### config.mk
export PLATFORM = sky130hd
export DESIGN_NAME = iepu_top
export DESIGN_NICKNAME = d
export VERILOG_FILES = /design/src/inc/iepu_pkg.sv /design/src/design/iepu_top.sv /design/src/design/iepu_arb.sv
export VERILOG_INCLUDE_DIRS = /design/src /design/src/inc
export SDC_FILE = /design/constraint.sdc
export NUM_CORES = 1
export LEC_CHECK = 0
export BUFFER_PORTS_ARGS = -buffer_cell sky130_fd_sc_hd__buf_2
export CAP_MARGIN = 15
export CORE_MARGIN = 2
export CORE_UTILIZATION = 58
export CTS_BUF_LIST = sky130_fd_sc_hd__clkbuf_16
export CTS_CLUSTER_SIZE = 16
export DETAILED_ROUTE_END_ITERATION = 7
export PLACE_DENSITY_LB_ADDON = 0.05
export RECOVER_POWER = 100
export SLEW_MARGIN = 20
export SYNTH_ARGS = -nofsm -noshare
export SYNTH_HDL_FRONTEND = slang
export SYNTH_SLANG_ARGS = --single-unit
### constraint.sdc
create_clock -name clk_in -period 4.04 [get_ports clk_in]
set_input_delay 0.202 -clock clk_in [delete_from_list [all_inputs] [get_ports clk_in]]
set_output_delay 0.202 -clock clk_in [all_outputs]
set_load 0.01 [all_outputs]
### src/inc/iepu_regs.svh
`ifndef IEPU_REGS_SVH
`define IEPU_REGS_SVH

// Register indices, byte address is four times the index
`define IEPU_IDX_EN_PRI   8'hA8
`define IEPU_IDX_EN_SEC   8'hA9
`define IEPU_IDX_LVL_PRI  8'hB8
`define IEPU_IDX_LVL_SEC  8'hB9
`define IEPU_IDX_STAT     8'hC0
`define IEPU_IDX_MASK     8'hC1
`define IEPU_IDX_SVC      8'hC2

// Field positions and widths
`define IEPU_GATE_BIT     7
`define IEPU_PRI_MSB      6
`define IEPU_SEC_MSB      5
`define IEPU_NSRC         13
`define IEPU_PWM_SRC      8

// Reset values
`define IEPU_RST_BYTE     8'h00
`define IEPU_RST_SRC      13'h0000

`endif

### src/inc/iepu_pkg.sv
package iepu_pkg;

  // Service nesting, Gray coded along idle-low-both-high
  typedef enum logic [1:0] {
    IEPU_IDLE = 2'b00,
    IEPU_LOW  = 2'b01,
    IEPU_BOTH = 2'b11,
    IEPU_HIGH = 2'b10
  } iepu_svc_t;

  typedef logic [12:0] iepu_src_t;
  typedef logic [3:0]  iepu_num_t;

endpackage : iepu_pkg

### src/design/iepu_top.sv
`timescale 1ns/1ps
`include "iepu_regs.svh"

// Notes on behaviour
// Master gate bit 7 clear means no interrupt reaches the core.
// Primary enable bits 6..0: ADC, T2, UART, T1, EXT1, T0, EXT0.
// Secondary enable bits 5..0: CMP, touch, EXT2, base timer, PWM, serial.
// Enabled PWM source requests on PWM counter overflow flag.
// Primary level bits 6..0 pick high or low; bit 7 reserved.
// Secondary level bits 5..0 pick high or low; bits 7..6 reserved.
// High preempts running low; same level never preempts.
// Equal level ties go to the smallest query number.
// Blocked requests stay pending and are served after return.
// Request needs flag, own enable and master gate, every cycle.
module iepu_top (
  input  wire logic                clk_in,
  input  wire logic                rst_in,
  input  wire logic                psel_in,
  input  wire logic                penable_in,
  input  wire logic                pwrite_in,
  input  wire logic [9:0]          paddr_in,
  input  wire logic [31:0]         pwdata_in,
  output logic      [31:0]         prdata_out,
  output logic                     pready_out,
  output logic                     pslverr_out,
  input  wire iepu_pkg::iepu_src_t flags_in,
  input  wire logic                ack_in,
  input  wire logic                reti_in,
  output logic                     req_out,
  output iepu_pkg::iepu_num_t      req_num_out,
  output logic                     req_high_out,
  output logic                     irq_out
);
  import iepu_pkg::*;

  // Map the two register bytes onto query order
  function automatic iepu_src_t to_src(input logic [7:0] pri,
                                       input logic [7:0] sec);
    return {sec[`IEPU_SEC_MSB:0], pri[`IEPU_PRI_MSB:0]};
  endfunction : to_src

  ////////////////////////////////////////////////////////////////////////////
  // Registers
  ////////////////////////////////////////////////////////////////////////////
  logic [7:0]  en_pri_ff;
  logic [7:0]  en_sec_ff;
  logic [7:0]  lvl_pri_ff;
  logic [7:0]  lvl_sec_ff;
  iepu_src_t   stat_ff;
  iepu_src_t   mask_ff;
  iepu_src_t   gated_prev_ff;
  iepu_src_t   lvl_prev_ff;
  iepu_svc_t   svc_ff;
  logic        req_ff;
  iepu_num_t   num_ff;
  logic        high_ff;
  logic        irq_ff;
  logic [31:0] prdata_ff;
  logic        pready_ff;
  logic        pslverr_ff;

  ////////////////////////////////////////////////////////////////////////////
  // APB decode
  ////////////////////////////////////////////////////////////////////////////
  wire [7:0] idx      = paddr_in[9:2];
  wire       setup    = psel_in & ~penable_in;
  wire       done     = psel_in & penable_in & pready_ff;
  wire       wr_done  = done & pwrite_in & ~pslverr_ff;
  wire       rd_done  = done & ~pwrite_in & ~pslverr_ff;
  wire       aligned  = (paddr_in[1:0] == 2'b00);
  wire       hit_enp  = aligned & (idx == `IEPU_IDX_EN_PRI);
  wire       hit_ens  = aligned & (idx == `IEPU_IDX_EN_SEC);
  wire       hit_lvp  = aligned & (idx == `IEPU_IDX_LVL_PRI);
  wire       hit_lvs  = aligned & (idx == `IEPU_IDX_LVL_SEC);
  wire       hit_stat = aligned & (idx == `IEPU_IDX_STAT);
  wire       hit_mask = aligned & (idx == `IEPU_IDX_MASK);
  wire       hit_svc  = aligned & (idx == `IEPU_IDX_SVC);
  wire       mapped   = hit_enp | hit_ens | hit_lvp | hit_lvs |
                        hit_stat | hit_mask | hit_svc;

  // Reserved bits read zero
  logic [31:0] rd_mux;
  always_comb begin
    rd_mux = 32'h0000_0000;
    if (hit_enp) begin
      rd_mux[7:0] = en_pri_ff;
    end else if (hit_ens) begin
      rd_mux[5:0] = en_sec_ff[5:0];
    end else if (hit_lvp) begin
      rd_mux[6:0] = lvl_pri_ff[6:0];
    end else if (hit_lvs) begin
      rd_mux[5:0] = lvl_sec_ff[5:0];
    end else if (hit_stat) begin
      rd_mux[12:0] = stat_ff;
    end else if (hit_mask) begin
      rd_mux[12:0] = mask_ff;
    end else if (hit_svc) begin
      rd_mux[1:0] = svc_ff;
      rd_mux[2]   = req_ff;
      rd_mux[3]   = high_ff;
      rd_mux[7:4] = num_ff;
    end
  end

  wire [7:0] nxt_en_pri  = wr_done & hit_enp ? pwdata_in[7:0] : en_pri_ff;
  wire [7:0] nxt_en_sec  = wr_done & hit_ens ?
                           {2'b00, pwdata_in[5:0]} : en_sec_ff;
  wire [7:0] nxt_lvl_pri = wr_done & hit_lvp ?
                           {1'b0, pwdata_in[6:0]} : lvl_pri_ff;
  wire [7:0] nxt_lvl_sec = wr_done & hit_lvs ?
                           {2'b00, pwdata_in[5:0]} : lvl_sec_ff;
  wire iepu_src_t nxt_mask = wr_done & hit_mask ?
                             pwdata_in[12:0] : mask_ff;

  // One wait-free access phase, answer set up in the setup cycle
  wire        nxt_pready  = setup;
  wire        nxt_pslverr = setup & ~mapped;
  wire [31:0] nxt_prdata  = setup & ~pwrite_in ? rd_mux : prdata_ff;

  always_ff @(posedge clk_in) begin
    if (rst_in) begin
      en_pri_ff  <= `IEPU_RST_BYTE;
      en_sec_ff  <= `IEPU_RST_BYTE;
      lvl_pri_ff <= `IEPU_RST_BYTE;
      lvl_sec_ff <= `IEPU_RST_BYTE;
      mask_ff    <= `IEPU_RST_SRC;
      pready_ff  <= 1'b0;
      pslverr_ff <= 1'b0;
      prdata_ff  <= 32'h0000_0000;
    end else begin
      en_pri_ff  <= nxt_en_pri;
      en_sec_ff  <= nxt_en_sec;
      lvl_pri_ff <= nxt_lvl_pri;
      lvl_sec_ff <= nxt_lvl_sec;
      mask_ff    <= nxt_mask;
      pready_ff  <= nxt_pready;
      pslverr_ff <= nxt_pslverr;
      prdata_ff  <= nxt_prdata;
    end
  end

  ////////////////////////////////////////////////////////////////////////////
  // Source gating
  ////////////////////////////////////////////////////////////////////////////
  // master gate
  wire       gate   = en_pri_ff[`IEPU_GATE_BIT];
  // per-source enables
  wire iepu_src_t en_vec = to_src(en_pri_ff, en_sec_ff);
  // per-source levels
  wire iepu_src_t lvl_vec = to_src(lvl_pri_ff, lvl_sec_ff);
  // flag, enable and gate
  wire iepu_src_t gated = flags_in & en_vec & {13{gate}};

  ////////////////////////////////////////////////////////////////////////////
  // Nesting state and arbitration
  ////////////////////////////////////////////////////////////////////////////
  // same level blocked
  wire allow_hi = (svc_ff == IEPU_IDLE) | (svc_ff == IEPU_LOW);
  wire allow_lo = (svc_ff == IEPU_IDLE);
  wire taken    = ack_in & req_ff;

  wire       arb_valid;
  iepu_num_t arb_num;
  wire       arb_high;

  // lowest number wins within a level, losers stay pending
  iepu_arb u_arb (
    .req_in      (gated),
    .lvl_in      (lvl_vec),
    .allow_hi_in (allow_hi),
    .allow_lo_in (allow_lo),
    .valid_out   (arb_valid),
    .num_out     (arb_num),
    .high_out    (arb_high)
  );

  // nesting of two levels
  iepu_svc_t nxt_svc;
  always_comb begin
    nxt_svc = svc_ff;
    case (svc_ff)
      IEPU_IDLE: begin
        if (taken) begin
          nxt_svc = high_ff ? IEPU_HIGH : IEPU_LOW;
        end
      end
      IEPU_LOW: begin
        if (taken & high_ff) begin
          nxt_svc = IEPU_BOTH;
        end else if (reti_in) begin
          nxt_svc = IEPU_IDLE;
        end
      end
      IEPU_BOTH: begin
        if (reti_in) begin
          nxt_svc = IEPU_LOW;
        end
      end
      IEPU_HIGH: begin
        if (reti_in) begin
          nxt_svc = IEPU_IDLE;
        end
      end
      default: begin
        nxt_svc = IEPU_IDLE;
      end
    endcase
  end

  // Hold request off for the cycle after the core takes it
  wire       nxt_req  = arb_valid & ~taken;
  wire       nxt_high = arb_high & ~taken;

  ////////////////////////////////////////////////////////////////////////////
  // Event status and interrupt output
  ////////////////////////////////////////////////////////////////////////////
  // rise of a gated request, PWM overflow among them
  wire iepu_src_t events   = gated & ~gated_prev_ff;
  // Clear only what the read returned
  wire iepu_src_t stat_clr = rd_done & hit_stat ? prdata_ff[12:0] :
                                                  `IEPU_RST_SRC;
  // Set wins over read clear
  wire iepu_src_t nxt_stat = (stat_ff & ~stat_clr) | events;
  wire            nxt_irq  = |(nxt_stat & mask_ff);

  always_ff @(posedge clk_in) begin
    if (rst_in) begin
      svc_ff        <= IEPU_IDLE;
      req_ff        <= 1'b0;
      num_ff        <= 4'h0;
      high_ff       <= 1'b0;
      stat_ff       <= `IEPU_RST_SRC;
      irq_ff        <= 1'b0;
      gated_prev_ff <= `IEPU_RST_SRC;
      lvl_prev_ff   <= `IEPU_RST_SRC;
    end else begin
      svc_ff        <= nxt_svc;
      req_ff        <= nxt_req;
      num_ff        <= arb_num;
      high_ff       <= nxt_high;
      stat_ff       <= nxt_stat;
      irq_ff        <= nxt_irq;
      gated_prev_ff <= gated;
      lvl_prev_ff   <= lvl_vec;
    end
  end

  assign prdata_out   = prdata_ff;
  assign pready_out   = pready_ff;
  assign pslverr_out  = pslverr_ff;
  assign req_out      = req_ff;
  assign req_num_out  = num_ff;
  assign req_high_out = high_ff;
  assign irq_out      = irq_ff;

  wire iepu_src_t same_lvl  = high_ff ? lvl_prev_ff : ~lvl_prev_ff;
  wire iepu_src_t below_num = (13'h0001 << num_ff) - 13'h0001;
  wire            hi_pend   = |(gated & lvl_vec);
  wire            lo_pend   = |(gated & ~lvl_vec);
endmodule : iepu_top

### src/design/iepu_arb.sv
`timescale 1ns/1ps
module iepu_arb (
  input  wire iepu_pkg::iepu_src_t req_in,
  input  wire iepu_pkg::iepu_src_t lvl_in,
  input  wire logic                allow_hi_in,
  input  wire logic                allow_lo_in,
  output logic                     valid_out,
  output iepu_pkg::iepu_num_t      num_out,
  output logic                     high_out
);
  import iepu_pkg::*;

  // Lowest query number wins within a level
  function automatic iepu_num_t first_set(input iepu_src_t v);
    iepu_num_t n;
    n = 4'h0;
    for (int i = 12; i >= 0; i--) begin
      if (v[i]) begin
        n = i[3:0];
      end
    end
    return n;
  endfunction : first_set

  iepu_src_t hi_vec;
  iepu_src_t lo_vec;
  wire       hi_any;
  wire       lo_any;

  genvar g;
  generate
    for (g = 0; g < 13; g++) begin : g_split
      assign hi_vec[g] = req_in[g] & lvl_in[g];
      assign lo_vec[g] = req_in[g] & ~lvl_in[g];
    end
  endgenerate

  assign hi_any = |hi_vec;
  assign lo_any = |lo_vec;

  // High level first, then low
  assign high_out  = hi_any & allow_hi_in;
  assign valid_out = high_out | (lo_any & allow_lo_in);
  assign num_out   = high_out ? first_set(hi_vec) : first_set(lo_vec);

endmodule : iepu_arb

==> impl_metrics.tcl, run 1 <==
set metrics [dict create \
    insertion_delay_ns 0.34 \
    cts_resized 0 \
    cp_top_family "buffers and inverters" \
    synthCells 552 \
    routedWlPerCell_um 18.92 \
    tightest_slew_ns 1.988 \
    drc 0 \
    wl_um 13400 \
    cpPeakStageDelay_ns 1.46 \
    cp_slowest_cell "clkbuf_1" \
    synthAdderAreaFrac 0 \
    grt_max_degree 48 \
    drt-pass1-iter-count 5 \
    core_region_area_um2 7607 \
    synthArstFlopShare 0 \
    setup_viol 0 \
    start_kind "input port" \
    antenna_cells 0 \
    critical_path_required_ns 4.18 \
    chipHeight_um 91.91 \
    overflow 0 \
    postCtsSetupBuffers 0 \
    tns_ns 0 \
    p_per_area_nw_per_um2 364.9 \
    hold_class "input port to flop" \
    cts_buffer_depth 2 \
    tritoncts "built" \
    max_freq_mhz 322.4 \
    synth_xor_area_frac 0.001954 \
    path_cells "clkbuf_1 > clkbuf_1 > nor2_1" \
    synthMuxAreaShare 0.09241 \
    num_rows 32 \
    min_period_ns 3.102 \
    cp-end-kind "flop" \
    hold_viol 0 \
    worst-path-max-fanout 47 \
    grt_setup_unrepaired "no" \
    finClkSkew_ns 0.01134 \
    cp.buffers_inverters 2 \
    area_growth_pct 12.03 \
    slew_viol_final 92 \
    failed_checks "capacitance limit, slew limit" \
    status "finished with violations" \
    syn-cell-area_um2 4482 \
    cts_root_buf "clkbuf_16" \
    ir_drop_mv 0.3407 \
    grt_pass1_wl_um 21430 \
    vias 4302 \
    clk_pin_slew_ns 0.07 \
    crit_top_cell "clkbuf_1" \
    cts_sinks 90 \
    grt_use_total 0.3288 \
    fin_total_pwr_uw 1832 \
    path_class "input port to flop" \
    die_area_um2 8447 \
    dp_hpwl_um 9557 \
    cts_buffers 9 \
    cp.arrival_ns 3.24 \
    yosys_register_bits 90 \
    yosys.cell_types.count 58 \
    synthFlopType "dfxtp_1" \
    viasPerCell 6.076 \
    port_buffers 64 \
    drtIter0Drc 263 \
    antenna_found_initial 0 \
    start_util 0.5891 \
    finalCritPeriodShare 0.7679 \
    synth_top_family_by_area "simple AND/OR/NAND/NOR gates" \
    num_io_pins 103 \
    synth-edff-count 0 \
    ant_nets 0 \
    grt_pass1_vias 4143 \
    yosys_warnings 0 \
    max-cap-violations 2 \
    htree_levels 3 \
    yosys.area_share.simple 0.2513 \
    fp.dieW_um 91.91 \
    final_nets 663 \
    slew_headroom -0.3251 \
    ctsHoldBuffers 0 \
    syn_avg_cell_area_um2 8.119 \
    ys_seq_area_frac 0.4020 \
    power.leakage_uw 0.001971 \
    gp_congestion 0.9559 \
    layout-drive-gt1-share 0.1172 \
    synth_compound_area_frac 0.1812 \
]
layout make-up:
cell class	instances	area, µm²
clock buffer	9	225.2
clock inverter	7	77.57
fill	702	2586
inverter	11	41.29
multi-input combinational	419	2427
sequential	90	1802
tap	102	127.6
timing repair buffer	70	320.3
report_power, final:
| part | switching, µW | internal [µW] |
|---|---|---|
| registers | 2.84 | 890 |
| clock network | 358 | 485 |
| logic | 66.6 | 29.0 |
tightest hold or removal path, stage by stage:
cell and delay [ns]:
buf_2 0.09, nand2_1 0.04, a21oi_1 0.05
sequential cells by signal, indices dropped and copies added, names as in the netlist:
signal         count
irq_out            1
svc_ff             2
req_out            1
stat_ff           13
req_num_out        4
prdata_out        13
pslverr_out        1
en_pri_ff          8
lvl_pri_ff         7
req_high_out       1
en_sec_ff          6
gated_prev_ff     13
mask_ff           13
pready_out         1
lvl_sec_ff         6
cells in the final DEF (no fill, tap or decap), drive strengths merged, types with 4 or more instances in the layout:
| cell | count |
|---|---|
| a211oi | 5 |
| nand3 | 19 |
| a21oi | 47 |
| o221ai | 4 |
| o21ai | 16 |
| clkbuf | 37 |
| nand4 | 14 |
| nor2b | 5 |
| o22ai | 15 |
| conb | 19 |
| nor2 | 93 |
| o22a | 4 |
| nor3 | 19 |
| dfxtp | 90 |
| inv | 14 |
| buf | 42 |
| mux2i | 38 |
| nand2b | 6 |
| nand2 | 53 |
| a22oi | 7 |
| or3 | 5 |
per-layer routing:
| metal | global-route usage | share of wire | up-vias |
|---|---|---|---|
| met5 | 0 | 0 | - |
| met4 | 0.1343 | 0.042 | 0 |
| met3 | 0.06656 | 0.076 | 42 |
| met2 | 0.5398 | 0.46 | 191 |
| met1 | 0.4235 | 0.42 | 2023 |
| li1 | - | - | 2046 |
worst paths after layout:
| check | from | endpoint | slack, ns | cells after the start |
|---|---|---|---|---|
| min | pwdata_in[11] | mask_ff[11]$_SDFFE_PP0P_ | 0.1 | 3 |
| min reg2reg | mask_ff[4]$_SDFFE_PP0P_ | mask_ff[4]$_SDFFE_PP0P_ | 0.47 | 2 |
| max reg2reg | en_pri_ff[7]$_SDFFE_PP0P_ | req_num_out[0]$_SDFF_PP0_ | 1.25 | 6 |
| max | rst_in | stat_ff[4]$_SDFF_PP0_ | 0.94 | 3 |
per-stage QoR:
stage            util  cells  hold slack, ns  setup WS (ns)  cell area, µm²
2_1_floorplan       -    570          0.2987          1.681            4549
3_3_place_gp   0.6268    692          0.4428          1.040            4768
3_5_place_dp   0.6268    692          0.4449         0.9833            4768
4_1_cts        0.6666    708         0.09962          1.321            5071
5_1_grt        0.6600    708          0.1013         0.6569            5021
6_report       0.6600    708         0.09985         0.9378            5021
logic make-up after synthesis:
| group | Yosys count |
|---|---|
| AO/OA/AOI/OAI | 126 |
| multiplexers | 41 |
| flip-flops | 90 |
| buffers and inverters | 61 |
| AND/OR/NAND/NOR | 232 |
| XOR/XNOR | 1 |
| other | 1 |
synthesized netlist by cell type (2+ instances only):
library cell,n,area share
o31a_1,2,0.0039
nand4_1,14,0.020
nor3_1,18,0.020
o22ai_1,15,0.021
o211ai_1,2,0.0033
clkbuf_1,24,0.020
o221ai_1,4,0.0078
nor3b_1,2,0.0033
o31ai_1,2,0.0033
o22a_1,4,0.0078
and4b_1,2,0.0045
o21ba_2,2,0.0045
or4b_1,2,0.0045
inv_1,11,0.0092
o32ai_1,3,0.0059
a41oi_1,3,0.0059
buf_1,2,0.0017
buf_2,3,0.0033
a22oi_1,7,0.012
a21o_1,2,0.0033
and4_1,3,0.0059
nor4_1,2,0.0028
buf_4,20,0.033
mux2_2,3,0.0075
mux2i_1,38,0.085
nor2b_1,5,0.0070
a31oi_1,3,0.0042
nand2b_1,6,0.0084
nor2_1,92,0.077
a211oi_1,5,0.0084
a21oi_1,47,0.052
or3_1,4,0.0056
dfxtp_1,90,0.40
nand2_1,53,0.044
nand3_1,19,0.021
o21ai_0,16,0.018
No activity file was read; power rests on OpenSTA's default activity.
==> run 2: changes to the inputs <==
Settings changed: CORE_UTILIZATION 58 to 49.
Clock period 4.04 ns to 2.6 ns, I/O delays scaled along.
==> impl_metrics.tcl, run 2 (synthesized netlist as in run 1, its figures left out) <==
set metrics [dict create \
    max_freq_mhz 448.1 \
    num_io_pins 103 \
    grt_pass1_wl_um 21490 \
    path_cells "or4b_2 > o41a_1 > o21ai_0 > nand3_1 > a2111oi_2 > a41oi_1" \
    instances_no_fill 726 \
    drtIter0Drc 274 \
    layout_common_cells "92 x nor2_1, 90 x dfxtp_1, 53 x nand2_1, 47 x a21oi_1, 41 x buf_2" \
    p_per_area_nw_per_um2 551.0 \
    grt_pass1_vias 3967 \
    status "finished with violations" \
    wl_um 13790 \
    viasPerCell 5.974 \
    critical_path_required_ns 2.80 \
    setup_viol 0 \
    cts_buffer_depth 2 \
    max-cap-violations 1 \
    clk_pin_slew_ns 0.07 \
    chipHeight_um 99.64 \
    routedWlPerCell_um 18.99 \
    tightest_slew_ns 1.929 \
    layout-drive-gt1-share 0.1375 \
    cp_slowest_cell "or4b_2" \
    path_class "flop to flop" \
    cts_root_buf "clkbuf_16" \
    hold_viol 0 \
    hold_class "input port to flop" \
    insertion_delay_ns 0.35 \
    num_rows 34 \
    cp-end-kind "flop" \
    drt-pass1-iter-count 5 \
    dp_hpwl_um 10040 \
    reg2reg_slack_ns 0.37 \
    core_region_area_um2 8806 \
    port_buffers 64 \
    drc 0 \
    finalCritPeriodShare 0.8583 \
    cp.arrival_ns 2.43 \
    place_area_um2 4878 \
    slew_headroom -0.2859 \
    tns_ns 0 \
    grt_setup_unrepaired "no" \
    dp_cells 710 \
    cpPeakStageDelay_ns 0.58 \
    vias 4337 \
    start_kind "flop" \
    grt_max_degree 39 \
    final_cell_area_um2 5102 \
    antenna_cells 0 \
    antenna_found_initial 0 \
    ctsHoldBuffers 0 \
    htree_levels 3 \
    overflow 0 \
    cts_sinks 90 \
    ant_nets 0 \
    finClkSkew_ns 0.008561 \
    worst-path-max-fanout 3 \
    die_area_um2 9927 \
    cts_resized 0 \
    fin_hold_ws_ns 0.01164 \
    cts_buffers 9 \
    power.leakage_uw 0.002009 \
    fin_total_pwr_uw 2812 \
    failed_checks "capacitance limit, slew limit" \
    min_period_ns 2.232 \
    start_util 0.5090 \
    postCtsSetupBuffers 0 \
    area_growth_pct 13.85 \
    slew_viol_final 39 \
    tritoncts "built" \
    final_nets 675 \
    ir_drop_mv 0.3605 \
    gp_congestion 0.9111 \
    fp.dieW_um 99.64 \
    final_common_cell "nor2_1" \
    grt_use_total 0.2828 \
]
run 2: layer usage:
| metal | wire length, µm | vias up | global-route usage |
|---|---|---|---|
| li1 | - | 2059 | - |
| met1 | 6152 | 2064 | 0.3859 |
| met2 | 6360 | 195 | 0.4444 |
| met3 | 999 | 19 | 0.05060 |
| met4 | 273 | 0 | 0.1138 |
| met5 | 0 | - | 0 |
run 2: final cells by class:
type | instances | area (µm²)
Fill cell | 872 | 3704
Clock inverter | 7 | 60.06
Timing Repair Buffer | 82 | 422.9
Multi-Input combinational cell | 419 | 2416
Sequential cell | 90 | 1802
Clock buffer | 9 | 225.2
Tap cell | 108 | 135.1
Inverter | 11 | 41.29
run 2: path summary, 6_finish.rpt:
path                                            startpoint                 endpoint  depth (start not counted)
worst max register to register  prdata_out[0]$_SDFFE_PP0P_       irq_out$_SDFF_PP0_                          6
worst min register to register     mask_ff[4]$_SDFFE_PP0P_  mask_ff[4]$_SDFFE_PP0P_                          2
worst max-delay path            prdata_out[0]$_SDFFE_PP0P_       irq_out$_SDFF_PP0_                          6
worst min-delay path                                ack_in  req_high_out$_SDFF_PP0_                          2
run 2: stage by stage:
stage	worst slack [ns]	utilization
after floorplan	0.3132	-
after global placement	0.1744	0.5540
after detailed placement	0.1566	0.5540
after CTS	0.3862	0.5864
after global routing	0.2156	0.5794
final	0.3684	0.5794
run 2: power breakdown:
group	switching, µW	total [µW]	internal [µW]
clock network	601	1270	667
registers	4.59	1390	1380
logic	106	156	49.8
total	712	2810	2100
run 2: critical path, delay by kind of cell, from the launching register on:
kind | cells | cell delay (ns)
DFF | 1 | 0.36
and+or+nand+nor | 2 | 0.71
AOI/OAI and AO/OA | 4 | 1.03
==> run 3: changes to the inputs <==
Settings changed: SYNTH_HIERARCHICAL from default to 1.
==> impl_metrics.tcl, run 3 <==
set metrics [dict create \
    max-cap-violations 1 \
    antenna_cells 0 \
    ant_nets 0 \
    ys_seq_area_frac 0.3881 \
    routedWlPerCell_um 18.37 \
    cp.arrival_ns 2.46 \
    synth_most_common_cell "dfxtp_1" \
    fin_total_pwr_uw 2860 \
    chipHeight_um 101.3 \
    setup_ws_ns 0.4169 \
    vias 4286 \
    post-place-ws_ns 0.2958 \
    tightest_slew_ns 1.525 \
    ir_drop_mv 0.3691 \
    synth_top_area_cell "dfxtp_1" \
    tritoncts "built" \
    final_common_cell "dfxtp_1" \
    tns_ns 0 \
    num_io_pins 103 \
    min_period_ns 2.183 \
    drc 0 \
    max_freq_mhz 458.1 \
    path_class "flop to flop" \
    p_int_uw 2182 \
    hold_path_startpoint "flags_in[12]" \
    cts_buffers 9 \
    p_sw_uw 677.8 \
    cp-end-kind "flop" \
    fp.dieW_um 101.3 \
    worstReg2RegStart "en_pri_ff[7]$_SDFFE_PP0P_" \
    synth_top_area_frac 0.3881 \
    synth_common_cells "90 x dfxtp_1, 82 x nor2_1, 71 x nand2_1" \
    syn-cell-area_um2 4642 \
    fin_hold_ws_ns 0.02114 \
    cts_buffer_depth 2 \
    drtIter0Drc 290 \
    fillers 918 \
    drt-pass1-iter-count 7 \
    grt_pass1_vias 4016 \
    worst-path-max-fanout 18 \
    viasPerCell 5.800 \
    status "finished with violations" \
    yosys-top-cells-area "dfxtp_1 39%, nor2_1 6.6%, mux2i_1 6.0%" \
    htree_levels 3 \
    p_seq_frac 0.489 \
    multi_input_area_um2 2546 \
    overflow 0 \
    register_area_um2 1802 \
    final_nets 686 \
    layout-drive-gt1-share 0.1401 \
    syn_avg_cell_area_um2 8.364 \
    die_area_um2 10270 \
    core_region_area_um2 9196 \
    port_buffers 64 \
    antenna_found_initial 0 \
    cp.buffers_inverters 1 \
    finClkSkew_ns 0.005663 \
    cp_slowest_cell "o21a_1" \
    yosys_warnings 6 \
    slew_headroom -0.01682 \
    grt_pass1_wl_um 21420 \
    start_kind "flop" \
    p_comb_frac 0.053 \
    pwr-share-clk 0.458 \
    power.leakage_uw 0.001949 \
    yosys.cell_types.count 62 \
    setup_viol 0 \
    finalCritPeriodShare 0.8397 \
    path_cells "buf_4 > and3_1 > a22oi_2 > nand3_1 > o21a_1 > xnor2_1 > a221oi_1 > nor2b_1" \
    dp_hpwl_um 10110 \
    cts_sinks 90 \
    failed_checks "capacitance limit, slew limit" \
    grt_use_total 0.2731 \
    critical_path_required_ns 2.88 \
    cts_resized 0 \
    gp_congestion 0.9198 \
    layout_common_cells "90 x dfxtp_1, 83 x nor2_1, 71 x nand2_1, 41 x buf_2, 36 x a21oi_1" \
    post-route-util 0.5731 \
    postCtsSetupBuffers 0 \
    grt_setup_unrepaired "no" \
    area_growth_pct 13.53 \
    insertion_delay_ns 0.34 \
    synthFlopType "dfxtp_1" \
    synthArstFlopShare 0 \
    synth-edff-count 0 \
    slew_viol_final 34 \
    ctsHoldBuffers 0 \
    swShare 0.2370 \
    num_rows 35 \
    synthCells 555 \
    start_util 0.5048 \
    grt_max_degree 43 \
    cpPeakStageDelay_ns 0.33 \
    clk_pin_slew_ns 0.07 \
    cp-startpoint "en_pri_ff[7]$_SDFFE_PP0P_" \
    cp_top_family "compound AO/OA/AOI/OAI gates" \
    p_per_area_nw_per_um2 542.7 \
    wl_um 13580 \
    hold_viol 0 \
    hold_class "input port to flop" \
    yosys_register_bits 90 \
    cts_root_buf "clkbuf_16" \
]
## run 3: through the flow
step,cells,instance area (µm²)
global route,739,5270
CTS,739,5365
detailed placement,724,5074
floorplan,573,4710
global placement,724,5074
finish,739,5270
## run 3: area by class of cell
type,count,share of cell area
clock inverters,6,0.01258
well taps,111,0.02635
repair buffers,86,0.08191
clock buffers,9,0.04274
inverters,16,0.01140
flip-flops and latches,90,0.3419
multi-input cells,421,0.4831
## run 3: logic make-up (layout without fill, tap and decap cells)
| kind of cell | count (synthesis) | after routing | share of synthesized area |
|---|---|---|---|
| and+or+nand+nor | 247 | 247 | 0.2685 |
| buffers and inverters | 62 | 117 | 0.06900 |
| xor gates and xnor gates | 1 | 1 | 0.001887 |
| muxes | 35 | 35 | 0.09191 |
| other | 1 | 19 | 0.0008078 |
| DFF | 90 | 90 | 0.3881 |
| AOI/OAI and AO/OA | 119 | 119 | 0.1798 |
## run 3: power by group through the flow
stage	Sequential, µW	Clock (µW)	Combinational, µW
final	1400	1310	152
after global routing	1400	1390	169
after CTS	1400	1330	157
after detailed placement	1430	0	157
after global placement	1430	0	156
after floorplan	1430	0	95.3
## run 3: worst paths after layout
kind                                   to  slack (ns)  depth (start not counted)
max             req_num_out[0]$_SDFF_PP0_        0.42                          8
min          gated_prev_ff[12]$_SDFF_PP0_        0.02                          3
max reg2reg     req_num_out[0]$_SDFF_PP0_        0.42                          8
min reg2reg       mask_ff[1]$_SDFFE_PP0P_        0.47                          2
## run 3: worst reg2reg max path, cell delays in order (launching register included)
cell      delay [ns]
dfxtp_1         0.30
buf_4           0.20
and3_1          0.28
a22oi_2         0.25
nand3_1         0.17
o21a_1          0.33
xnor2_1         0.18
a221oi_1        0.26
nor2b_1         0.15
## run 3: per-layer routing
layer / global-route usage / wire length [µm] / vias up
li1: - / - / 2062
met5: 0 / 0 / -
met1: 0.3844 / 6304 / 2009
met4: 0.09563 / 251 / 0
met2: 0.4294 / 6068 / 197
met3: 0.04003 / 951 / 18
